## config.mk

```make
export PLATFORM = sky130hd
export DESIGN_NAME = scc_ctrl
export DESIGN_NICKNAME = d
export VERILOG_FILES = /design/src/scc_pkg.sv /design/src/scc_ctrl.sv
export SDC_FILE = /design/constraint.sdc
export NUM_CORES = 1
export LEC_CHECK = 0
export BUFFER_PORTS_ARGS = -buffer_cell sky130_fd_sc_hd__buf_2
export CORE_ASPECT_RATIO = 0.8
export CORE_UTILIZATION = 58
export CTS_BUF_LIST = sky130_fd_sc_hd__clkbuf_8
export DETAILED_ROUTE_END_ITERATION = 10
export PLACE_DENSITY_LB_ADDON = 0.3
export SLEW_MARGIN = 25
export SYNTH_ARGS = -nofsm -noshare
export SYNTH_HDL_FRONTEND = slang
export SYNTH_SLANG_ARGS = --single-unit
```

## constraint.sdc

```tcl
create_clock -name I_CLK -period 5.4 [get_ports I_CLK]
set_input_delay 0.27 -clock I_CLK [delete_from_list [all_inputs] [get_ports I_CLK]]
set_output_delay 0.27 -clock I_CLK [all_outputs]
set_load 0.01 [all_outputs]
```

## src/scc_pkg.sv

```systemverilog
// Constants, types and the behaviour list of the symmetric cipher control block
// Behaviour
// - Mode bit 2: 0 decrypt, 1 encrypt
// - Algorithm 00 AES, 01 DES, 10 3DES; 11 errors
// - Chaining 00 ECB, 01 CBC, 11 CTR; 10 reserved
// - Control bit 0 enables interrupts, resets 0
// - Command bit 3 finishes processing, self-clears
// - Command bit 2 clears errors and interrupt
// - Command bit 1 clears all but mask, control
// - Command bit 0 equals hardware reset, empties FIFOs; the code keeps waitrequest and read data through it
// - Status read-only; FIFO levels in bits 31-16
// - Status bits 15-8 show engine states
// - Status bit 4 busy; software avoids changes
// - Status bits 3,2,1: reset done, error, done
// - Status bit 0 interrupt, gated by enable
// - Error halts engine, interrupts, keeps first only
// - Error bits 10,8,7,4: key, context, modify, mode
// - Error bit 9 key parity unless disabled
// - Error bits 3,2: FIFO non-empty at start/done
// - Masked errors recorded silently until unmasked one
// - Key size 16/8/16/24 by algorithm else error
// - Key size write starts key setup; busy errors
// - Data size counts down; writes add to it
// - Data size multiple of 8 or 16 else error
// - Input FIFO reads zero; full write errors
// - Output FIFO empty read errors
package scc_pkg;
	// ************************************
	// Register byte addresses
	// ************************************
	localparam logic [23:0] A_MODE = 24'h1b0000;
	localparam logic [23:0] A_CTRL = 24'h1b0004;
	localparam logic [23:0] A_CMD  = 24'h1b0008;
	localparam logic [23:0] A_STAT = 24'h1b000c;
	localparam logic [23:0] A_ERR  = 24'h1b0010;
	localparam logic [23:0] A_MASK = 24'h1b0014;
	localparam logic [23:0] A_KSZ  = 24'h1b0018;
	localparam logic [23:0] A_DSZ  = 24'h1b001c;
	localparam logic [23:0] A_IN   = 24'h1b0020;
	localparam logic [23:0] A_OUT  = 24'h1b0024;
	localparam logic [23:0] A_KEY0 = 24'h1b0030;
	localparam logic [23:0] A_KEY5 = 24'h1b0044;
	localparam logic [23:0] A_CTX0 = 24'h1b0070;
	localparam logic [23:0] A_CTX11 = 24'h1b009c;
	// ************************************
	// Field positions, codes and resets
	// ************************************
	localparam int CMD_GO = 3;
	localparam int CMD_CI = 2;
	localparam int CMD_RI = 1;
	localparam int CMD_SWR = 0;
	localparam int E_KRE = 10;
	localparam int E_KPE = 9;
	localparam int E_ERE = 8;
	localparam int E_RMD = 7;
	localparam int E_KSE = 6;
	localparam int E_DSE = 5;
	localparam int E_IME = 4;
	localparam int E_OUT_FIFO_NONEMPTY_AT_START = 3;
	localparam int E_IN_FIFO_NONEMPTY_AT_DONE = 2;
	localparam int E_OFU = 1;
	localparam int E_IFO = 0;
	localparam int ERR_W = 11;
	localparam logic [1:0] ALG_AES = 2'h0;
	localparam logic [1:0] ALG_RSV = 2'h3;
	localparam logic [1:0] CM_RSV = 2'h2;
	localparam logic [1:0] CM_CTR = 2'h3;
	localparam logic [5:0] KS_16 = 6'h10;
	localparam logic [5:0] KS_8 = 6'h08;
	localparam logic [5:0] KS_24 = 6'h18;
	localparam logic [31:0] WORD_BYTES = 32'h4;
	localparam logic [ERR_W-1:0] ERR_RST = 11'h000;
	localparam int FIFO_DEPTH = 8;
	typedef struct packed {
		logic [3:0] ctrm;
		logic       parity_check_disable;
		logic [1:0] cm;
		logic       dir;
		logic [1:0] algorithm_select;
	} scc_mode_s;
	typedef enum logic [2:0] {
		ST_IDLE = 3'h1,
		ST_RUN  = 3'h2,
		ST_HALT = 3'h4
	} scc_state_e;
endpackage

```

## src/scc_ctrl.sv

```systemverilog
// Symmetric cipher control, status, error and FIFO logic behind an Avalon-MM slave
module scc_ctrl #(
	parameter int DEPTH = scc_pkg::FIFO_DEPTH
) (
	input  wire logic        I_CLK,
	input  wire logic        I_RST,
	input  wire logic        I_CE,
	input  wire logic [23:0] I_AVS_ADDRESS,
	input  wire logic        I_AVS_READ,
	input  wire logic        I_AVS_WRITE,
	input  wire logic [31:0] I_AVS_WRITEDATA,
	input  wire logic [3:0]  I_AVS_BYTEENABLE,
	output logic      [31:0] O_AVS_READDATA,
	output logic             O_AVS_WAITREQUEST,
	output logic             O_IRQ
);
	localparam int CW = $clog2(DEPTH + 1);
	localparam int PW = (DEPTH > 1) ? $clog2(DEPTH) : 1;

	// ************************************
	// Helpers
	// ************************************
	function automatic logic [31:0] merge(input logic [31:0] old, input logic [31:0] d, input logic [3:0] be);
		logic [31:0] r;
		r = old;
		for (int i = 0; i < 4; i++) begin
			if (be[i]) begin
				r[8*i +: 8] = d[8*i +: 8];
			end
		end
		return r;
	endfunction

	// Any enabled key byte without odd parity
	function automatic logic par_err(input logic [31:0] d, input logic [3:0] be);
		logic r;
		r = 1'b0;
		for (int i = 0; i < 4; i++) begin
			r = r | (be[i] & ~(^d[8*i +: 8]));
		end
		return r;
	endfunction

	function automatic logic [PW-1:0] inc(input logic [PW-1:0] p);
		return (p == PW'(DEPTH - 1)) ? '0 : p + 1'b1;
	endfunction

	function automatic scc_pkg::scc_mode_s to_mode(input logic [31:0] d);
		return scc_pkg::scc_mode_s'({d[11:7], d[4:0]});
	endfunction

	// Reserved bits, reserved codes and impossible combinations
	function automatic logic mode_bad(input logic [31:0] d);
		scc_pkg::scc_mode_s m;
		m = to_mode(d);
		return (|d[31:12]) | (|d[6:5]) | (m.algorithm_select == scc_pkg::ALG_RSV)
			| (m.cm == scc_pkg::CM_RSV)
			| (m.parity_check_disable & (m.algorithm_select == scc_pkg::ALG_AES))
			| ((m.algorithm_select != scc_pkg::ALG_AES) & m.ctrm[3]);
	endfunction

	// ************************************
	// State
	// ************************************
	logic                   wait_q;
	logic [31:0]            rdata_q;
	logic                   irq_o;
	logic                   ie_q;
	logic [10:0]            mask_q;
	scc_pkg::scc_mode_s     md_q;
	scc_pkg::scc_state_e    st;
	logic                   go_q;
	logic                   done_q;
	logic                   irq_q;
	logic                   rdone_q;
	logic [10:0]            err_q;
	logic [5:0]             ksz_q;
	logic                   key_ok;
	logic                   par_q;
	logic [31:0]            dsz_q;
	logic [1:0]             widx;
	logic [31:0]            in_mem [DEPTH];
	logic [31:0]            out_mem [DEPTH];
	logic [PW-1:0]          in_wp, in_rp, out_wp, out_rp;
	logic [CW-1:0]          in_cnt, out_cnt;

	// ************************************
	// Bus decode
	// ************************************
	// One access edge per request; waitrequest drops in the next cycle
	wire acc = (I_AVS_READ | I_AVS_WRITE) & wait_q & I_CE;
	wire wr = acc & I_AVS_WRITE;
	wire rd = acc & I_AVS_READ;
	wire [23:0] a = I_AVS_ADDRESS;
	wire [31:0] d = I_AVS_WRITEDATA;
	wire [3:0] be = I_AVS_BYTEENABLE;
	wire hit_mode = a == scc_pkg::A_MODE;
	wire hit_ctrl = a == scc_pkg::A_CTRL;
	wire hit_cmd = a == scc_pkg::A_CMD;
	wire hit_stat = a == scc_pkg::A_STAT;
	wire hit_err = a == scc_pkg::A_ERR;
	wire hit_mask = a == scc_pkg::A_MASK;
	wire hit_ksz = a == scc_pkg::A_KSZ;
	wire hit_dsz = a == scc_pkg::A_DSZ;
	wire hit_in = a == scc_pkg::A_IN;
	wire hit_out = a == scc_pkg::A_OUT;
	wire al = a[1:0] == 2'h0;
	wire hit_key = al & (a >= scc_pkg::A_KEY0) & (a <= scc_pkg::A_KEY5);
	wire hit_ctx = al & (a >= scc_pkg::A_CTX0) & (a <= scc_pkg::A_CTX11);

	// Self-clearing commands act on the access edge only
	wire cmd_w = wr & hit_cmd & be[0];
	wire go_w = cmd_w & d[scc_pkg::CMD_GO];
	wire ci = cmd_w & d[scc_pkg::CMD_CI];
	wire ri = cmd_w & d[scc_pkg::CMD_RI];
	wire soft_reset_cmd = cmd_w & d[scc_pkg::CMD_SWR];

	// ************************************
	// Engine sequencing
	// ************************************
	wire busy = st == scc_pkg::ST_RUN;
	wire in_empty = in_cnt == '0;
	wire in_full = in_cnt == CW'(DEPTH);
	wire out_empty = out_cnt == '0;
	wire out_full = out_cnt == CW'(DEPTH);
	wire start = (st == scc_pkg::ST_IDLE) & key_ok & (dsz_q != '0);
	// Word moved through the stand-in datapath; the rounds live elsewhere
	wire mv = busy & ~in_empty & ~out_full & (dsz_q != '0);
	wire fin = (st != scc_pkg::ST_HALT) & go_q & (dsz_q == '0);
	wire in_push = wr & hit_in & ~in_full;
	wire out_pop = rd & hit_out & ~out_empty;

	// Key size legal per algorithm
	wire ks_bad = (md_q.algorithm_select == scc_pkg::ALG_AES) ? (d[5:0] != scc_pkg::KS_16)
		: (md_q.algorithm_select == 2'h1) ? (d[5:0] != scc_pkg::KS_8)
		: ((d[5:0] != scc_pkg::KS_16) & (d[5:0] != scc_pkg::KS_24));
	wire [31:0] ds_add = merge('0, d, be);
	// DES and AES-CTR need 8-byte multiples, other AES 16
	wire ds_bad = ((md_q.algorithm_select != scc_pkg::ALG_AES) | (md_q.cm == scc_pkg::CM_CTR))
		? (ds_add[2:0] != 3'h0) : (ds_add[3:0] != 4'h0);
	wire ks_w = wr & hit_ksz & ~busy;

	// ************************************
	// Error events
	// ************************************
	logic [10:0] evt;
	assign evt[scc_pkg::E_KRE] = rd & busy & hit_key;
	assign evt[scc_pkg::E_KPE] = ks_w & (md_q.algorithm_select != scc_pkg::ALG_AES) & ~md_q.parity_check_disable & par_q;
	assign evt[scc_pkg::E_ERE] = rd & busy & hit_ctx;
	assign evt[scc_pkg::E_RMD] = wr & busy & (hit_mode | hit_ksz | hit_key | hit_ctx);
	assign evt[scc_pkg::E_KSE] = ks_w & ks_bad;
	assign evt[scc_pkg::E_DSE] = wr & hit_dsz & ds_bad;
	assign evt[scc_pkg::E_IME] = wr & hit_mode & ~busy & mode_bad(d);
	assign evt[scc_pkg::E_OUT_FIFO_NONEMPTY_AT_START] = start & ~out_empty;
	assign evt[scc_pkg::E_IN_FIFO_NONEMPTY_AT_DONE] = fin & ~in_empty;
	assign evt[scc_pkg::E_OFU] = rd & hit_out & out_empty;
	assign evt[scc_pkg::E_IFO] = wr & hit_in & in_full;

	// Only the first unmasked error is kept; masked ones pile up before it
	wire [10:0] err_base = ci ? scc_pkg::ERR_RST : err_q;
	wire rec = ~|(err_base & ~mask_q);
	wire unm = rec & |(evt & ~mask_q);
	wire [10:0] next_err = err_base | (rec ? evt : scc_pkg::ERR_RST);

	// ************************************
	// Next values
	// ************************************
	// New events win over a clear in the same cycle
	wire next_irq = fin | unm | (irq_q & ~ci);
	wire next_go = go_w | (go_q & ~fin);
	wire next_done = fin | (done_q & ~start);
	// Byte-lane merges as named words, sliced where they are used
	wire [31:0] ctrl_new = merge({31'h0, ie_q}, d, be);
	wire [31:0] mask_new = merge({21'h0, mask_q}, d, be);
	wire [31:0] ksz_new = merge({26'h0, ksz_q}, d, be);
	wire next_ie = (wr & hit_ctrl) ? ctrl_new[0] : ie_q;
	wire [10:0] next_mask = (wr & hit_mask) ? mask_new[10:0] : mask_q;
	wire next_key_ok = ks_w ? ~ks_bad : key_ok;
	wire next_par = ks_w ? 1'b0 : (par_q | (wr & hit_key & ~busy & par_err(d, be)));
	wire [31:0] dec = (dsz_q < scc_pkg::WORD_BYTES) ? dsz_q : scc_pkg::WORD_BYTES;
	// Writes add to the remaining count, even mid-message
	wire [31:0] next_dsz = dsz_q + ((wr & hit_dsz) ? ds_add : '0) - (mv ? dec : '0);
	wire [31:0] mode_new = merge({20'h0, md_q.ctrm, md_q.parity_check_disable, 2'h0, md_q.cm, md_q.dir, md_q.algorithm_select}, d, be);
	wire mode_w = wr & hit_mode & ~busy;
	wire [CW-1:0] next_in_cnt = in_cnt + CW'(in_push) - CW'(mv);
	wire [CW-1:0] next_out_cnt = out_cnt + CW'(mv) - CW'(out_pop);

	logic [2:0] next_st;
	always_comb begin
		case (st)
			scc_pkg::ST_IDLE: next_st = unm ? scc_pkg::ST_HALT : start ? scc_pkg::ST_RUN : scc_pkg::ST_IDLE;
			scc_pkg::ST_RUN: next_st = unm ? scc_pkg::ST_HALT : fin ? scc_pkg::ST_IDLE : scc_pkg::ST_RUN;
			scc_pkg::ST_HALT: next_st = scc_pkg::ST_HALT;
			default: next_st = scc_pkg::ST_HALT;
		endcase
	end

	// ************************************
	// Read data and status
	// ************************************
	wire [4:0] wide_st = (md_q.algorithm_select == scc_pkg::ALG_AES) ? {widx, st} : 5'h00;
	wire [2:0] narrow_st = (md_q.algorithm_select != scc_pkg::ALG_AES) ? {widx[0], st[2:1]} : 3'h0;
	wire [31:0] stat_w = {8'(out_cnt), 8'(in_cnt), wide_st, narrow_st, 3'h0,
		busy, rdone_q, |err_q, done_q, irq_q & ie_q};
	// Input port, key and context read as zero here
	wire [31:0] rd_mux = hit_mode ? {20'h0, md_q.ctrm, md_q.parity_check_disable, 2'h0, md_q.cm, md_q.dir, md_q.algorithm_select}
		: hit_ctrl ? {31'h0, ie_q}
		: hit_cmd ? {28'h0, go_q, 3'h0}
		: hit_stat ? stat_w
		: hit_err ? {21'h0, err_q}
		: hit_mask ? {21'h0, mask_q}
		: hit_ksz ? {26'h0, ksz_q}
		: hit_dsz ? dsz_q
		: hit_out & ~out_empty ? out_mem[out_rp] : 32'h0;

	// ************************************
	// Flip-flops
	// ************************************
	// Bus side survives soft reset so the command write still completes
	always_ff @(posedge I_CLK or posedge I_RST) begin
		if (I_RST) begin
			wait_q <= 1'b1;
			rdata_q <= '0;
		end else begin
			wait_q <= I_CE ? ~((I_AVS_READ | I_AVS_WRITE) & wait_q) : 1'b1;
			rdata_q <= rd ? rd_mux : rdata_q;
		end
	end

	// Control and mask survive reinitialise, not soft reset
	always_ff @(posedge I_CLK or posedge I_RST) begin
		if (I_RST) begin
			ie_q <= 1'b0;
			mask_q <= scc_pkg::ERR_RST;
		end else if (I_CE) begin
			ie_q <= soft_reset_cmd ? 1'b0 : next_ie;
			mask_q <= soft_reset_cmd ? scc_pkg::ERR_RST : next_mask;
		end
	end

	// Everything else is cleared by either command
	always_ff @(posedge I_CLK or posedge I_RST) begin
		if (I_RST) begin
			{md_q, go_q, done_q, irq_q, irq_o, rdone_q, ksz_q, key_ok, par_q, dsz_q, widx} <= '0;
			err_q <= scc_pkg::ERR_RST;
			st <= scc_pkg::ST_IDLE;
			{in_wp, in_rp, out_wp, out_rp, in_cnt, out_cnt} <= '0;
		end else if (I_CE & (soft_reset_cmd | ri)) begin
			{md_q, go_q, done_q, irq_q, rdone_q, ksz_q, key_ok, par_q, dsz_q, widx} <= '0;
			irq_o <= 1'b0;
			err_q <= scc_pkg::ERR_RST;
			st <= scc_pkg::ST_IDLE;
			{in_wp, in_rp, out_wp, out_rp, in_cnt, out_cnt} <= '0;
		end else if (I_CE) begin
			md_q <= mode_w ? to_mode(mode_new) : md_q;
			go_q <= next_go;
			done_q <= next_done;
			irq_q <= next_irq;
			irq_o <= next_irq & next_ie;
			rdone_q <= 1'b1;
			err_q <= next_err;
			st <= scc_pkg::scc_state_e'(next_st);
			ksz_q <= ks_w ? ksz_new[5:0] : ksz_q;
			key_ok <= next_key_ok;
			par_q <= next_par;
			dsz_q <= next_dsz;
			widx <= mv ? widx + 2'h1 : (start ? 2'h0 : widx);
			in_wp <= in_push ? inc(in_wp) : in_wp;
			in_rp <= mv ? inc(in_rp) : in_rp;
			out_wp <= mv ? inc(out_wp) : out_wp;
			out_rp <= out_pop ? inc(out_rp) : out_rp;
			in_cnt <= next_in_cnt;
			out_cnt <= next_out_cnt;
		end
	end

	// FIFO storage, no reset needed since the counts gate it
	always_ff @(posedge I_CLK) begin
		if (I_CE & in_push) begin
			in_mem[in_wp] <= d;
		end
		if (I_CE & mv) begin
			out_mem[out_wp] <= in_mem[in_rp];
		end
	end

	assign O_AVS_READDATA = rdata_q;
	assign O_AVS_WAITREQUEST = wait_q;
	assign O_IRQ = irq_o;
endmodule

```

==> impl_metrics.py, run 1 <==
metrics = {
    "status": {
        "status": "finished, final reports clean",
    },
    "finish": {
        "drive_above_1_share_pct": 24.0,
        "layout_commonest_cell": "edfxtp_1",
        "fin_area_mm2": 0.0339,
        "area_growth_pct": 14.4,
        "layout_common_cells": "edfxtp_1 (512), inv_1 (182), nand2_1 (141), dfrtp_1 (129), mux4_2 (128)",
        "nets": 2398,
    },
    "clock_tree": {
        "cts_root_buf": "clkbuf_8",
        "clock_latency_ps": 720,
        "clockBufferDepth": 3,
        "cts_tree": "yes",
        "cts_buffers": 98,
        "h-tree-depth": 3,
        "cts.clk_slew.worst_paths_ps": 70,
        "cts.sinks": 648,
    },
    "routing": {
        "routedWlPerCell_um": 26.3,
        "first_iter_violations": 2180,
        "drt-total-wl_mm": 78.8,
        "drc": 0,
        "drtPass1Iterations": 9,
        "ant_nets": 0,
        "vias": 18884,
        "via_per_inst": 6.31,
    },
    "sta": {
        "slew_headroom_pct": 32.4,
        "grt_setup_unrepaired": "false",
        "setup_viol": 0,
        "max_freq_mhz": 194,
        "setup_ws_ps": 250,
        "period_share_pct": 95.4,
        "fin_crit_ps": 5150,
        "slew_violations": 0,
        "finalSetupTns_ps": 0,
        "clock-skew-final_ps": 43.7,
        "finalHoldViolCount": 0,
        "tightest_slew_ps": 1000,
    },
    "yosys": {
        "ys.flop_type": "edfxtp_1",
        "ys_types": 84,
        "synth.yosys.seq_area_share_pct": 63.5,
        "synth_area_mm2": 0.0296,
        "synth_top_area_share_pct": 51.9,
        "synth_edf_count": 512,
        "syn_avg_cell_area_um2": 15.0,
        "synthTopCellsByArea": "edfxtp_1 (52%), dfrtp_1 (11%), mux4_2 (9.7%)",
        "synth_seq_cells": 648,
        "synth-async-reset-ratio_pct": 21.0,
        "synth_cells": 1979,
        "yosysWarnings": 0,
        "synth_largest_area_cell": "edfxtp_1",
    },
    "grt": {
        "grt_overflow": 0,
        "gr-usage-met3_pct": 9.60,
        "grt_usage_pct": 31.4,
        "met1_usage_pct": 46.3,
        "use_met2_pct": 45.1,
        "antenna_found_initial": 2,
        "grt_pass1_wl_mm": 117,
        "grt.busiest_layer": "met1",
        "grt_max_degree": 86,
        "grt_pass1_vias": 18962,
    },
    "power_and_ir_drop": {
        "p_int_mw": 8.77,
        "clock_power_share_pct": 33.6,
        "sw_frac_of_total_pct": 28.8,
        "power.switching_mw": 3.55,
        "combPwrFrac_pct": 20.4,
        "p_leak_nw": 12.4,
        "p_seq_share_pct": 46.0,
        "vdd_drop_max_v": 0.000271,
        "power.density_mw_per_mm2": 364,
    },
    "placement": {
        "placed_cell_area_mm2": 0.0314,
        "dp_slack_ps": -45.9,
        "post-dp-hpwl_mm": 52.4,
        "gp_congestion": 0.986,
        "io_buffers": 98,
    },
    "die": {
        "die_w_um": 255,
        "die_h_um": 204,
        "die-area_mm2": 0.0519,
        "io_pins": 99,
        "num_rows": 73,
        "initial_utilization_pct": 59.1,
        "coreArea_mm2": 0.0501,
    },
    "setup_path": {
        "crit_top_cell": "buf_4",
        "critical-path-max-stage-delay_ps": 500,
        "worstPathRequired_ps": 5970,
        "critPathArrivalTime_ps": 5720,
        "cp-end-kind": "flip-flop",
        "timing.critical_path.buf_inv": 6,
        "critical_path_class": "reg -> reg",
        "path_delay_family": "compound AO/OA/AOI/OAI gates",
        "crit_fanout": 5,
        "cp_cell_sequence": "nor4_2 -> nand4_1 -> nor4_2 -> buf_4 -> a2111oi_2 -> buf_4 -> inv_1 -> nor2_1 -> fa_1 -> inv_1 -> ha_1 -> o21ai_0 -> o21bai_1 -> a211oi_2 -> buf_4 -> a211oi_2 -> o41ai_1 -> buf_4 -> o2111ai_1 -> a21boi_1 -> or3_1 -> a32o_1",
        "critPathLaunchType": "flip-flop",
        "slowest_stage": "fa_1",
    },
    "min_path": {
        "hp-class": "in -> reg",
    },
    "run": {
        "cap_viol_max_count": 0,
    },
}
-- layout make-up --
class | count | area (µm²)
Clock buffer | 114 | 1570
Fill cell | 3521 | 16200
Multi-Input combinational cell | 1125 | 10200
Timing Repair Buffer | 209 | 1410
Sequential cell | 648 | 18800
Clock inverter | 67 | 455
Tap cell | 675 | 845
Inverter | 150 | 568
Antenna cell | 3 | 7.51
-- final timing paths --
path,from,slack (ps),cells after the start,end
max,dsz_q[8],250,22,dsz_q[31]
min,I_AVS_ADDRESS[0],50,4,err_q[8]
max reg2reg,dsz_q[8],250,22,dsz_q[31]
min reg2reg,O_AVS_READDATA[7],480,2,O_AVS_READDATA[7]
max in group asynchronous,I_RST,3710,4,out_rp[0]
min in group asynchronous,I_RST,270,3,O_AVS_READDATA[4]
-- synth_stat cells, drive strengths merged, types with 4 or more instances --
master / instances
or3: 9
a31oi: 7
o21ai: 82
o21bai: 5
fa: 33
ha: 68
a21oi: 64
nor3: 29
nor4: 25
o22ai: 19
nor2: 103
o21a: 6
edfxtp: 512
buf: 30
mux4: 128
inv: 150
nand4: 10
a21o: 11
nand2: 141
nand3b: 4
o211ai: 7
xor2: 19
a22o: 27
nand3: 40
dfrtp: 134
nor3b: 7
xnor2: 24
a2111oi: 5
or2: 4
mux2i: 21
a222oi: 15
a211oi: 12
clkbuf: 52
nor2b: 9
a221oi: 9
and2: 5
nand4b: 4
nand2b: 16
a21boi: 4
mux2: 52
and3: 14
a22oi: 10
-- flip-flops by register name (all words and copies together), names as in the netlist, 6 cells and up --
register        flops
mask_q             11
O_AVS_READDATA     32
err_q              11
md_q               10
dsz_q              32
in_mem            256
out_mem           256
ksz_q               6
-- kinds of logic (layout without fill, tap and decap cells) --
family	after synthesis	after routing	synth area share [%]
XOR/XNOR	43	43	1.27
adder cells (fa/ha/maj)	101	101	5.11
multiplexers	201	201	12.4
flip-flops	648	648	63.5
AND/OR/NAND/NOR	430	430	7.24
AO/OA/AOI/OAI	322	322	7.39
other	2	31	0.0254
buffers and inverters	232	540	3.08
-- repair_timing --
action	CTS	global route
endpoints found under the setup margin	1	7
hold endpoints to repair	327	0
resized for setup	1	11
buffers inserted	0	1
hold buffers	36	0
pin swaps	0	2
-- through the flow --
step	util, %	hold WS, ps	power [mW]	std cells
after floorplan	-	346	7.33	2005
after global placement	62.7	455	8.08	2770
after detailed placement	62.7	465	8.14	2770
after CTS	67.5	5.21	12.3	2987
after global routing	67.6	25.4	12.9	2988
final	67.7	48.9	12.3	2991
-- layer usage --
layer / share of wire, % / up-vias
li1: - / 8107
met1: 42 / 9623
met2: 44 / 998
met3: 11 / 156
met4: 2.5 / 0
met5: 0 / -
-- worst register-to-register path, cell delays in order, from the launching register on --
cell	delay, ps
dfrtp_1	460
nor4_2	340
nand4_1	230
nor4_2	340
buf_4	190
a2111oi_2	60
buf_4	180
inv_1	170
nor2_1	100
fa_1	500
inv_1	40
ha_1	320
o21ai_0	120
o21bai_1	240
a211oi_2	110
buf_4	160
a211oi_2	240
o41ai_1	100
buf_4	150
o2111ai_1	250
a21boi_1	110
or3_1	310
a32o_1	260
-- power groups by stage --
| stage | clock, mW | sequential, mW | combinational [mW] |
|---|---|---|---|
| finish | 4.14 | 5.67 | 2.51 |
| global route | 4.39 | 5.67 | 2.78 |
| CTS | 4.19 | 5.64 | 2.44 |
| detailed placement | 0 | 5.74 | 2.40 |
| global placement | 0 | 5.74 | 2.34 |
| floorplan | 0 | 5.70 | 1.63 |
No activity file was read; power rests on OpenSTA's default activity.
==> run 2, diff against run 1 <==
--- a/config.mk
+++ b/config.mk
@@ -7,7 +7,7 @@
 export LEC_CHECK = 0
 export BUFFER_PORTS_ARGS = -buffer_cell sky130_fd_sc_hd__buf_2
 export CORE_ASPECT_RATIO = 0.8
-export CORE_UTILIZATION = 58
+export CORE_UTILIZATION = 46
 export CTS_BUF_LIST = sky130_fd_sc_hd__clkbuf_8
 export DETAILED_ROUTE_END_ITERATION = 10
 export PLACE_DENSITY_LB_ADDON = 0.3
==> run 2 against run 1 <==
  * Die area grew 26%
  * Clock skew grew 6.1 ps
  * Critical path depth is the same
  * Global-route usage shrank 6.3 points
  * Critical endpoint is now dsz_q[30]
  * Sequential cell count is the same
  * Core utilization shrank 14 points
  * Largest cell class unchanged
==> impl_metrics.py, run 2 (synthesis gave the netlist of run 1 again) <==
metrics = {
    "run": {
        "cap_viol_max_count": 0,
    },
    "grt": {
        "grt_usage_pct": 25.1,
        "grt_max_degree": 97,
        "grt_pass1_wl_mm": 121,
        "grt_overflow": 0,
        "grt_pass1_vias": 19107,
        "antenna_found_initial": 2,
    },
    "setup_path": {
        "critPathArrivalTime_ps": 5730,
        "critical_path_class": "reg -> reg",
        "r2r-start": "dsz_q[27]",
        "crit_fanout": 7,
        "startpoint": "dsz_q[27]",
        "critical-path-max-stage-delay_ps": 460,
        "slowest_stage": "dfrtp_1",
        "cp_cell_sequence": "nor4_2 -> nand4_1 -> nor4_1 -> buf_4 -> a2111oi_2 -> buf_4 -> and3_1 -> ha_1 -> inv_1 -> ha_1 -> inv_1 -> fa_1 -> nand2b_1 -> a211oi_2 -> o21a_1 -> a21oi_1 -> a21oi_1 -> buf_4 -> a21oi_1 -> o211ai_1 -> mux2i_1 -> a221o_1",
        "cp-end-kind": "flip-flop",
        "worstPathRequired_ps": 6000,
        "critPathLaunchType": "flip-flop",
        "ff2ff_path_depth": 22,
    },
    "power_and_ir_drop": {
        "power.density_mw_per_mm2": 355,
        "vdd_drop_max_v": 0.000199,
        "power_mw": 12.0,
        "p_leak_nw": 12.4,
    },
    "min_path": {
        "hp-class": "in -> reg",
        "holdCritStartpoint": "I_AVS_ADDRESS[0]",
        "whs_path_depth": 4,
    },
    "clock_tree": {
        "clockBufferDepth": 3,
        "h-tree-depth": 3,
        "cts_tree": "yes",
        "cts_setup_buffers": 0,
        "clock_latency_ps": 740,
        "cts_root_buf": "clkbuf_8",
        "cts_buffers": 101,
        "cts.sinks": 648,
        "cts.clk_slew.worst_paths_ps": 60,
    },
    "routing": {
        "ant_nets": 0,
        "drtPass1Iterations": 7,
        "wl_met3_mm": 8.85,
        "via_per_inst": 5.92,
        "routed.top_layer": "met5",
        "route.met2.wl_mm": 34.5,
        "drt-met1-wl_mm": 34.7,
        "vias": 18690,
        "routedWlPerCell_um": 25.4,
        "drc": 0,
        "drt-total-wl_mm": 80.3,
        "first_iter_violations": 2176,
    },
    "placement": {
        "dpl.cell_count": 2931,
        "post-dp-hpwl_mm": 53.8,
        "placed_cell_area_mm2": 0.0316,
        "gp_congestion": 0.958,
        "io_buffers": 98,
    },
    "sta": {
        "setup_viol": 0,
        "fin_crit_ps": 5130,
        "clock-skew-final_ps": 49.8,
        "max_freq_mhz": 195,
        "grt_setup_unrepaired": "false",
        "period_share_pct": 95.1,
        "slew_violations": 0,
        "tightest_slew_ps": 1100,
        "finalHoldViolCount": 0,
        "slew_headroom_pct": 25.8,
    },
    "finish": {
        "fin_area_mm2": 0.0340,
        "post-route-util_pct": 53.9,
        "top_regs": "in_mem: 256 flops, out_mem: 256 flops",
        "layout_common_cells": "edfxtp_1 (512), inv_1 (193), nand2_1 (141), dfrtp_1 (129), mux4_2 (128)",
        "nets": 2399,
        "drive_above_1_share_pct": 23.4,
        "layout_commonest_cell": "edfxtp_1",
        "stdcell_count": 3159,
        "area_growth_pct": 14.8,
    },
    "die": {
        "coreArea_mm2": 0.0631,
        "die_h_um": 229,
        "initial_utilization_pct": 46.9,
        "io_pins": 99,
        "num_rows": 82,
        "die_w_um": 286,
        "die-area_mm2": 0.0654,
    },
    "status": {
        "status": "finished, final reports clean",
    },
}
run 2: per-layer routing:
layer	track usage (%)	vias to the layer above
met5	0	-
met4	7.44	2
met3	8.14	150
met2	35.6	923
met1	36.8	9511
li1	-	8104
run 2: worst max-delay path: cells and delay by family (launching register included):
family                     cells  cell delay (ps)
buffers and inverters          5              710
adders and majority gates      3              850
and+or+nand+nor                5             1310
DFF                            1              460
muxes                          1              120
AOI/OAI and AO/OA              8             1560
run 2: worst paths after layout:
kind	end	slack, ps
max in group asynchronous	O_AVS_READDATA[20]	3840
setup reg to reg	dsz_q[30]	270
hold reg to reg	O_AVS_READDATA[11]	480
setup / recovery	dsz_q[30]	270
hold / removal	err_q[8]	60
min in group asynchronous	O_AVS_READDATA[5]	300
run 2: layout make-up:
type / count / area [µm²]
clock inverters: 71 / 375
repair buffers: 207 / 1440
inverters: 150 / 568
diodes: 3 / 7.51
well taps: 840 / 1050
flip-flops and latches: 648 / 18800
multi-input cells: 1125 / 10200
fillers: 5203 / 29100
clock buffers: 115 / 1580
run 2: what timing repair did:
item,CTS,global route
endpoints found under the setup margin,0,6
hold endpoints to repair,359,0
gates resized for setup,0,5
hold buffers,38,0
run 2: power by group:
group | switching (mW) | internal, mW
Combinational | 1.38 | 0.982
Clock | 1.94 | 2.05
Sequential | 0.189 | 5.51
Total | 3.51 | 8.54
run 2: per-stage QoR:
stage / hold slack, ps / setup TNS, ps / worst slack (ps)
2_1_floorplan: 346 / 0 / 45.9
3_3_place_gp: 457 / 0 / 75.9
3_5_place_dp: 460 / -47.6 / -37.4
4_1_cts: 6.87 / 0 / 140
5_1_grt: 76.1 / 0 / 16.8
6_report: 62.7 / 0 / 266
